**config.mk**
```make
export PLATFORM = sky130hd
export DESIGN_NAME = tmss_sequencer
export DESIGN_NICKNAME = d
export VERILOG_FILES = /design/src/shared/tmss_pkg.sv /design/src/core/tmss_slope_counter.sv /design/src/core/tmss_sequencer.sv
export SDC_FILE = /design/constraint.sdc
export NUM_CORES = 1
export LEC_CHECK = 0
export BUFFER_PORTS_ARGS = -buffer_cell sky130_fd_sc_hd__buf_2
export CAP_MARGIN = 20
export CORE_MARGIN = 2
export CORE_UTILIZATION = 52
export CTS_CLUSTER_DIAMETER = 100
export DETAILED_ROUTE_END_ITERATION = 16
export PLACE_DENSITY_LB_ADDON = 0.05
export RECOVER_POWER = 100
export SLEW_MARGIN = 0
export SYNTH_ARGS = -nofsm -noshare
export SYNTH_HDL_FRONTEND = slang
export SYNTH_SLANG_ARGS = --single-unit
```
**constraint.sdc**
```tcl
create_clock -name clk_sys_i -period 3 [get_ports clk_sys_i]
set_input_delay 0.75 -clock clk_sys_i [delete_from_list [all_inputs] [get_ports clk_sys_i]]
set_output_delay 0.75 -clock clk_sys_i [all_outputs]
set_load 0.05 [all_outputs]
```
**src/shared/tmss_pkg.sv**
```systemverilog
// Constants for the touch matrix scan sequencer.
// Assumes a 10 MHz system clock; all timing counts derive from it.
package tmss_pkg;
  // Clock rate
  localparam int unsigned CLK_HZ          = 10_000_000;
  // Matrix geometry
  localparam int unsigned DRIVE_LINES     = 8;
  localparam int unsigned RECV_LINES      = 2;
  localparam int unsigned KEY_COUNT       = 16;
  localparam int unsigned KEY_W           = 4;
  localparam int unsigned DRV_IDX_W       = 3;
  localparam int unsigned BURST_W         = 8;
  // Conversion counter width, covers the 200..750 count window with headroom
  localparam int unsigned MEAS_W          = 12;
  localparam logic [11:0] MEAS_FULL       = 12'hFFF;
  // Dwell time, least figure, rounded up
  localparam int unsigned DWELL_NS        = 250;
  localparam int unsigned DWELL_CYC_RAW   = (DWELL_NS * (CLK_HZ / 1_000_000) + 999) / 1000;
  localparam int unsigned DWELL_CYC       = (DWELL_CYC_RAW < 1) ? 1 : DWELL_CYC_RAW;
  // Low phase of a drive pulse, while the receive line is clamped
  localparam int unsigned CLAMP_CYC       = DWELL_CYC;
  // Scan cycle period
  localparam int unsigned CYCLE_MS        = 16;
  localparam int unsigned CYCLE_CYC       = CYCLE_MS * (CLK_HZ / 1000);
  localparam int unsigned CYC_W           = 18;
  // Sequencer states
  typedef enum logic [2:0] {
    TMSS_IDLE  = 3'b000,
    TMSS_PICK  = 3'b001,
    TMSS_HIGH  = 3'b010,
    TMSS_LOW   = 3'b011,
    TMSS_CLAMP = 3'b100,
    TMSS_RAMP  = 3'b101,
    TMSS_DONE  = 3'b110
  } tmss_state_t;
endpackage : tmss_pkg

```
**src/core/tmss_slope_counter.sv**
```systemverilog
// Single-slope conversion timer for one key.
// Assumes the zero-crossing comparator input is synchronous to clk_sys_i.
`timescale 1ns/10ps
module tmss_slope_counter
  import tmss_pkg::*;
#(
  parameter int unsigned WIDTH = MEAS_W
)
(
  // Clock and reset
  input  wire logic             clk_sys_i,
  input  wire logic             sys_rst_i,
  // Control
  input  wire logic             start_i,
  input  wire logic             zero_cross_i,
  // Result
  output logic                  busy_o,
  output logic                  done_o,
  output logic [WIDTH-1:0]      count_o
);
  logic             busy_q;
  logic             done_q;
  logic [WIDTH-1:0] count_q;

  // Count cycles until the ramp crosses zero, or saturate at full scale
  always_ff @(posedge clk_sys_i)
  begin
    if (sys_rst_i)
    begin
      busy_q  <= 1'b0;
      done_q  <= 1'b0;
      count_q <= '0;
    end
    else
    begin
      done_q <= 1'b0;
      if (start_i)
      begin
        busy_q  <= 1'b1;
        count_q <= '0;
      end
      else if (busy_q)
      begin
        if (zero_cross_i || (count_q == {WIDTH{1'b1}}))
        begin
          busy_q <= 1'b0;
          done_q <= 1'b1;
        end
        else
          count_q <= count_q + 1'b1;
      end
    end
  end

  assign busy_o  = busy_q;
  assign done_o  = done_q;
  assign count_o = count_q;
endmodule : tmss_slope_counter

```
**src/core/tmss_sequencer.sv**
```systemverilog
// Scan sequencer for a 16-key capacitive matrix, eight drive and two receive lines.
// Assumes burst lengths arrive as a flat per-key vector and comparator inputs are synchronous.
`timescale 1ns/10ps
module tmss_sequencer
  import tmss_pkg::*;
#(
  parameter int unsigned CYCLE_CYCLES = CYCLE_CYC
)
(
  // Clock and reset
  input  wire logic                          clk_sys_i,
  input  wire logic                          sys_rst_i,
  // Per-key burst_pulse_count settings, key k at bits [k*8 +: 8]
  input  wire logic [KEY_COUNT*BURST_W-1:0]  burst_pulse_count_i,
  // Zero-crossing comparator per receive line
  input  wire logic [RECV_LINES-1:0]         zero_cross_i,
  // Matrix pins
  output logic [DRIVE_LINES-1:0]             drive_o,
  output logic [RECV_LINES-1:0]              recv_clamp_o,
  // Measurement result
  output logic                               result_valid_o,
  output logic [KEY_W-1:0]                   result_key_o,
  output logic [MEAS_W-1:0]                  result_count_o,
  // Status
  output logic                               asleep_o,
  output logic                               cycle_start_o
);
  tmss_state_t         state_q;
  logic [CYC_W-1:0]    cyc_cnt_q;
  logic                cycle_tick;
  logic [KEY_W-1:0]    key_q;
  logic [BURST_W-1:0]  pulses_q;
  logic [7:0]          phase_q;
  logic [BURST_W-1:0]  cur_len;
  logic                last_key;
  logic                conv_start;
  logic                conv_done;
  logic [MEAS_W-1:0]   conv_count;
  logic [DRIVE_LINES-1:0] drive_q;
  logic [RECV_LINES-1:0]  clamp_q;
  logic                valid_q;
  logic [KEY_W-1:0]    rkey_q;
  logic [MEAS_W-1:0]   rcount_q;
  logic                sleep_q;
  logic                cstart_q;
  logic                recv_idx;

  // Receive index is the key's top bit, drive index its low three bits
  assign recv_idx   = key_q[KEY_W-1];
  assign cur_len    = burst_pulse_count_i[key_q*BURST_W +: BURST_W];
  assign last_key   = (key_q == 4'hF);
  assign cycle_tick = (cyc_cnt_q == CYC_W'(CYCLE_CYCLES - 1));
  assign conv_start = (state_q == TMSS_CLAMP);

  // Free-running scan cycle timer
  always_ff @(posedge clk_sys_i)
  begin
    if (sys_rst_i || cycle_tick)
      cyc_cnt_q <= '0;
    else
      cyc_cnt_q <= cyc_cnt_q + 1'b1;
  end

  // Key stepping and burst state machine
  always_ff @(posedge clk_sys_i)
  begin
    if (sys_rst_i)
    begin
      state_q  <= TMSS_IDLE;
      key_q    <= '0;
      pulses_q <= '0;
      phase_q  <= '0;
    end
    else
    begin
      case (state_q)
        TMSS_IDLE:
          if (cycle_tick)
          begin
            key_q   <= '0;
            state_q <= TMSS_PICK;
          end
        TMSS_PICK:
          if (cur_len == 8'h00)
          begin
            if (last_key)
              state_q <= TMSS_IDLE;
            else
              key_q <= key_q + 1'b1;
          end
          else
          begin
            pulses_q <= cur_len;
            phase_q  <= '0;
            state_q  <= TMSS_HIGH;
          end
        TMSS_HIGH:
          if (phase_q == 8'(DWELL_CYC - 1))
          begin
            phase_q  <= '0;
            pulses_q <= pulses_q - 1'b1;
            state_q  <= TMSS_LOW;
          end
          else
            phase_q <= phase_q + 1'b1;
        TMSS_LOW:
          if (phase_q == 8'(CLAMP_CYC - 1))
          begin
            phase_q <= '0;
            state_q <= (pulses_q == 8'h00) ? TMSS_CLAMP : TMSS_HIGH;
          end
          else
            phase_q <= phase_q + 1'b1;
        TMSS_CLAMP:
          state_q <= TMSS_RAMP;
        TMSS_RAMP:
          if (conv_done)
            state_q <= TMSS_DONE;
        TMSS_DONE:
          if (last_key)
            state_q <= TMSS_IDLE;
          else
          begin
            key_q   <= key_q + 1'b1;
            state_q <= TMSS_PICK;
          end
        default:
          state_q <= TMSS_IDLE;
      endcase
    end
  end

  // Drive pin high only during the dwell phase of the active line
  always_ff @(posedge clk_sys_i)
  begin
    if (sys_rst_i)
      drive_q <= '0;
    else if ((state_q == TMSS_PICK) && (cur_len != 8'h00))
      drive_q <= DRIVE_LINES'(1) << key_q[DRV_IDX_W-1:0];
    else if ((state_q == TMSS_LOW) && (phase_q == 8'(CLAMP_CYC - 1)) && (pulses_q != 8'h00))
      drive_q <= DRIVE_LINES'(1) << key_q[DRV_IDX_W-1:0];
    else if ((state_q == TMSS_HIGH) && (phase_q == 8'(DWELL_CYC - 1)))
      drive_q <= '0;
    else if (state_q == TMSS_IDLE)
      drive_q <= '0;
  end

  // Clamp held through each low phase and during the post-burst clamp
  always_ff @(posedge clk_sys_i)
  begin
    if (sys_rst_i)
      clamp_q <= '0;
    else if ((state_q == TMSS_HIGH) && (phase_q == 8'(DWELL_CYC - 1)))
      clamp_q <= RECV_LINES'(1) << recv_idx;
    else if ((state_q == TMSS_LOW) && (phase_q == 8'(CLAMP_CYC - 1)))
      clamp_q <= (pulses_q == 8'h00) ? (RECV_LINES'(1) << recv_idx) : '0;
    else if (state_q == TMSS_CLAMP)
      clamp_q <= '0;                                               // Release so the ramp can run
  end

  // Ramp timer; saturation keeps a dead electrode from stalling the scan
  tmss_slope_counter #(
    .WIDTH        (MEAS_W)
  ) u_slope (
    .clk_sys_i    (clk_sys_i),
    .sys_rst_i    (sys_rst_i),
    .start_i      (conv_start),
    .zero_cross_i (zero_cross_i[recv_idx]),
    .busy_o       (),
    .done_o       (conv_done),
    .count_o      (conv_count)
  );

  // Result registers
  always_ff @(posedge clk_sys_i)
  begin
    if (sys_rst_i)
    begin
      valid_q  <= 1'b0;
      rkey_q   <= '0;
      rcount_q <= '0;
    end
    else
    begin
      valid_q <= conv_done;
      if (conv_done)
      begin
        rkey_q   <= key_q;
        rcount_q <= conv_count;
      end
    end
  end

  // Sleep and cycle status
  always_ff @(posedge clk_sys_i)
  begin
    if (sys_rst_i)
    begin
      sleep_q  <= 1'b1;
      cstart_q <= 1'b0;
    end
    else
    begin
      sleep_q  <= (state_q == TMSS_IDLE) && !cycle_tick;
      cstart_q <= cycle_tick;
    end
  end

  assign drive_o        = drive_q;
  assign recv_clamp_o   = clamp_q;
  assign result_valid_o = valid_q;
  assign result_key_o   = rkey_q;
  assign result_count_o = rcount_q;
  assign asleep_o       = sleep_q;
  assign cycle_start_o  = cstart_q;
endmodule : tmss_sequencer

```
=== Yosys cells after proc, flatten, opt, wreduce, memory -nomap -nowiden ===
Cells that the tools add are included.
Widths: inputs -> output; s select.

* Input bits: 132
* Flip-flop bits (word level): 84
* Output and inout bits: 29

* Reduce and logical (&&, ||, !) cells: 26
* Shift operators: 3
* $add $sub $neg: 5
* Order comparisons: 1
* Mux-type cells: 33
* Equality and inequality tests: 17
* Bitwise operators: 2

{| class="wikitable"
|+ Operator list
! kind !! count
|-
| $shiftx 128x8->8 || 1
|-
| $mux 8 || 8
|-
| $pmux 8 s2 || 2
|-
| $mux 3 || 7
|-
| $pmux 3 s7 || 1
|-
| $add 18x1->18 const B || 1
|-
| $eq 18x18->1 const B || 1
|-
| $logic_not 8->1 || 2
|-
| $reduce_bool 8->1 || 2
|-
| $add 12x1->12 const B || 1
|-
| $eq 12x12->1 const B || 1
|-
| $mux 4 || 3
|-
| $pmux 4 s3 || 1
|-
| $ne 2x2->1 const B || 5
|-
| $eq 3x3->1 const B || 3
|-
| $add 8x1->8 const B || 1
|-
| $eq 8x2->1 const B || 1
|-
| $mux 2 || 4
|-
| $shl 1x3->8 const A || 1
|-
| $sub 8x1->8 const B || 1
|-
| $mux 1 || 7
|-
| $eq 3x2->1 const B || 2
|-
| $reduce_and 3->1 || 2
|-
| $reduce_bool 3->1 || 2
|-
| other kinds (18) || 27
|}

=== Logic depth before layout (Yosys ltp) ===
* Depth after elaboration: 6
* Depth in mapped cells: 11

=== Cells and area by module ===
From an unflattened synthesis, not the netlist that was laid out.

* Cells, all modules: 565
* Area, all modules: 5121.2 um^2

{| class="wikitable"
|+ Modules (own cells, without submodules)
! module !! times used !! area each (um^2) !! cells an instance
|-
| tmss_sequencer || 1 || 4421.7 || 490
|-
| tmss_slope_counter || 1 || 699.4 || 75
|}

=== Worst setup path after synthesis ===
Ideal clock, no wire load.

* Path kind: input -> register
* Start: in burst_pulse_count_i[47]
* End: reg drive_q[0] (netlist: drive_o[0])
* Path buffers: 1
* Setup slack: 0.491 ns
* Stages: 7
* Data arrival time: 2.372 ns
* Cells stage by stage: mux4_2 a22oi_2 o2111ai_2 o41ai_1 and2_1 buf_2 o22ai_1

* Word-level cells in the longest chain between the ends: 4
* Elaborated cells between the ends (all ways): 5
* Classes of those cells: shift (1); mux (1); reduce/logical (3)

{| class="wikitable"
|+ Ends and longest elaborated chain
! item !! line !! source
|-
| start, declared || tmss_sequencer.sv:14 || <nowiki>input wire logic [KEY_COUNT*BURST_W-1:0] burst_pulse_count_i,</nowiki>
|-
| $shiftx 128x8->8 * || tmss_sequencer.sv:50 || <nowiki>assign cur_len = burst_pulse_count_i[key_q*BURST_W +: BURST_W];</nowiki>
|-
| $reduce_bool 8->1 * || tmss_sequencer.sv:138 || <nowiki>else if ((state_q == TMSS_PICK) && (cur_len != 8'h00))</nowiki>
|-
| $logic_and 1x1->1 * || tmss_sequencer.sv:138 ||
|-
| $reduce_bool 4->1 (no source line) or $mux 8 (tied branches) || -- ||
|-
| end signal, assigned || tmss_sequencer.sv:139 || <nowiki>drive_q <= DRIVE_LINES'(1) << key_q[DRV_IDX_W-1:0];</nowiki>
|-
| end signal, assigned || tmss_sequencer.sv:141 || <nowiki>drive_q <= DRIVE_LINES'(1) << key_q[DRV_IDX_W-1:0];</nowiki>
|-
| end, declared || tmss_sequencer.sv:39 || <nowiki>logic [DRIVE_LINES-1:0] drive_q;</nowiki>
|}

Every way passes the cells marked *; elsewhere a longest branch is shown, timed or not.
A chain may end at the register's enable or synchronous reset.

=== Worst setup path in the final report ===
* Start: reg key_q[0]
* End: reg drive_q[6] (netlist: drive_o[6])

* Word-level cells in the longest chain between the ends: 4
* Elaborated cells between the ends (all ways): 7
* Classes of those cells: shift (2); mux (2); reduce/logical (3)

{| class="wikitable"
|+ Ends and longest elaborated chain
! item !! line !! source
|-
| start, declared || tmss_sequencer.sv:31 || <nowiki>logic [KEY_W-1:0] key_q;</nowiki>
|-
| start signal, assigned || tmss_sequencer.sv:89 || <nowiki>key_q <= key_q + 1'b1;</nowiki>
|-
| start signal, assigned || tmss_sequencer.sv:124 || <nowiki>key_q <= key_q + 1'b1;</nowiki>
|-
| $shiftx 128x8->8 || tmss_sequencer.sv:50 ||
|-
| $reduce_bool 8->1 || tmss_sequencer.sv:138 ||
|-
| $logic_and 1x1->1 || tmss_sequencer.sv:138 ||
|-
| $reduce_bool 4->1 (no source line) or $mux 8 (tied branches) || -- ||
|}

Several ways; a longest one is shown, not always the timed one.

==> impl_metrics.yaml <==
cells_and_area:
  insertedDiodeCount: 0
  drive_gt1_frac: 0.258
  regArea_um2: 1680
  syn2layout_area_growth_pct: 21.2
  fill_cells: 852
  fin_nets: 852
  multi_input_area_um2: 3070
sta:
  holdWs_ns: 0.472
  drv_slew: 0
  fmax_mhz: 351
  setup_viol: 0
  skew_ns: 0.0110
  worst_pin_slew_ns: 1.20
  setup_slack_ns: 0.155
  finalCritPeriodShare: 0.948
  slew_headroom: 0.201
  rsz0062_at_grt: "no"
  min_period_ns: 2.85
  hold_viol_final: 0
clocking:
  htreeDepth: 3
  postCtsSetupRepairBufs: 0
  insertion_delay_ns: 0.35
  clk_path_buf_depth: 2
  ctsHoldBuffers: 0
  cts_tree: "built"
  path_clk_slew_ns: 0.09
  clock-sinks: 84
  ctsResizeCount: 0
  root_buffer: "clkbuf_8"
  cts_buffers: 9
logic_synthesis:
  synth.ff_latch_count: 84
  yosysMostFrequentCell: "dfxtp_1"
  synth-seq-area-share: 0.338
  synth_area_leaders: "dfxtp_1 (34%), mux2i_1 (11%), mux4_2 (7.2%)"
  syn-instance-count: 558
  synth-main-ff-cell: "dfxtp_1"
  avgSynthCellArea_um2: 8.92
  synthesis.area_um2: 4980
  synth_largest_type_area_fraction: 0.338
  synthTopCellsByCount: "dfxtp_1 (84), nor2_1 (76), mux2i_1 (55)"
  synth-async-reset-ratio: 0
  synth_nets: 701
  ys_types: 55
  yosys_warnings: 0
  synth-edff-count: 0
  synth_top_area_cell: "dfxtp_1"
detailed_routing:
  firstDrtPassIters: 5
  drc: 0
  drt-initial-drc-count: 353
  ant_nets: 0
  routed_wl_mm: 13.2
  post_drt_wl_per_cell_um: 15.7
  viasPerCell: 5.76
  num_vias: 4858
setup_path:
  cpMaxStageDelayCell: "o41ai_1"
  cp_num_buf_inv: 1
  cp-end-kind: "flip-flop"
  path_cells: "buf_4, mux4_2, a22oi_1, o2111ai_1, o41ai_1, a21oi_1, o22ai_1"
  crit_path_max_fanout: 14
  max_stage_delay_ns: 0.56
  required_ns: 3.28
  startpoint_type: "flip-flop"
  worstSetupPathType: "reg -> reg"
  arrival_ns: 3.12
  crit_family: "compound AO/OA/AOI/OAI gates"
die:
  core_um2: 9280
  die_area_um2: 10400
  fp-row-count: 35
  start_util: 0.536
  chipWidth_um: 102
  die_h_um: 102
  pin_count: 161
run:
  maxCapViolCount: 0
power:
  power_density_nw_per_um2: 474
  p_leak_nw: 2.28
  ir_worst_vdd_v: 0.000432
global_routing:
  grt_pass1_vias: 4627
  antenna_found_initial: 0
  grt_overflow: 0
  grt_pass1_wl_mm: 22.0
  grt_max_degree: 36
  grt_use_total: 0.263
placed_design:
  place_ws_ns: -0.0232
  place.gp.congestion: 0.886
  numPortBuffers: 160
  hpwlAfterDp_mm: 10.2
run_status:
  status: "completed"
hold_path:
  hp-class: "reg -> reg"
[worst register-to-register path, stage by stage, from the launching register on]
cell and delay [ns]:
dfxtp_2 0.36, buf_4 0.25, mux4_2 0.53, a22oi_1 0.24
o2111ai_1 0.26, o41ai_1 0.57, a21oi_1 0.31, o22ai_1 0.25
[path summary, 6_finish.rpt]
| check | from | to | slack (ns) | cells after the start |
|---|---|---|---|---|
| max reg2reg | key_q[0] | drive_o[6] | 0.15 | 7 |
| min reg2reg | drive_o[0] | drive_o[0] | 0.47 | 2 |
| max | key_q[0] | drive_o[6] | 0.15 | 7 |
| min | drive_o[0] | drive_o[0] | 0.47 | 2 |
[cell families (layout without fill, tap and decap cells)]
| logic type | Yosys count | in the layout | share of synthesized area |
|---|---|---|---|
| adders and majority gates | 11 | 11 | 0.0277 |
| buffers and inverters | 48 | 204 | 0.0448 |
| AOI/OAI and AO/OA | 109 | 109 | 0.158 |
| and+or+nand+nor | 207 | 207 | 0.199 |
| DFF | 84 | 84 | 0.338 |
| muxes | 71 | 71 | 0.183 |
| xor gates and xnor gates | 28 | 28 | 0.0493 |
[report_power, final]
group | switching (mW) | leakage (nW) | internal, mW
sequential | 0.0893 | 0.679 | 1.18
clock | 0.451 | 0.0993 | 0.322
combinational | 0.505 | 1.50 | 0.309
[per-layer routing]
| layer | vias up | global-route usage | wire length [um] |
|---|---|---|---|
| met5 | - | 0 | 0 |
| met4 | 0 | 0.0882 | 248 |
| met3 | 29 | 0.0554 | 832 |
| met2 | 176 | 0.445 | 6320 |
| met1 | 2273 | 0.337 | 5810 |
| li1 | 2380 | - | - |
[layout make-up]
class | instances | share of cell area
Clock buffer | 9 | 0.0205
Clock inverter | 7 | 0.0112
Inverter | 13 | 0.00809
Multi-Input combinational cell | 426 | 0.509
Sequential cell | 84 | 0.279
Tap cell | 129 | 0.0268
Timing Repair Buffer | 175 | 0.145
[per-stage QoR]
step | cell area (um^2) | std cells | setup TNS (ns) | util | power, mW
3_5_place_dp | 5890 | 827 | -0.0494 | 0.635 | 2.09
3_3_place_gp | 5890 | 827 | 0 | 0.635 | 2.08
2_1_floorplan | 4980 | 558 | 0 | - | 1.87
6_report | 6030 | 843 | 0 | 0.649 | 2.86
4_1_cts | 6080 | 843 | 0 | 0.655 | 2.87
5_1_grt | 6030 | 843 | 0 | 0.649 | 3.05
[cell usage in the layout, fill, tap and decap left out, drive strengths merged, types with 16 or more instances in the layout]
master,synthesis,final
buf,15,142
dfxtp,84,84
nor2,76,76
mux2i,55,55
nand2,43,43
clkbuf,20,42
nand3,28,28
a21oi,22,22
a221oi,16,16
mux4,16,16
inv,12,16
[sequential cells by signal, indices dropped and copies added, names as in the netlist]
signal / cells
asleep_o: 1
result_valid_o: 1
drive_o: 8
result_count_o: 12
phase_q: 8
cycle_start_o: 1
u_slope.done_o: 1
u_slope.busy_o: 1
u_slope.count_o: 12
state_q: 3
cyc_cnt_q: 18
pulses_q: 8
result_key_o: 4
key_q: 4
recv_clamp_o: 2
No activity file was read; power rests on OpenSTA's default activity.
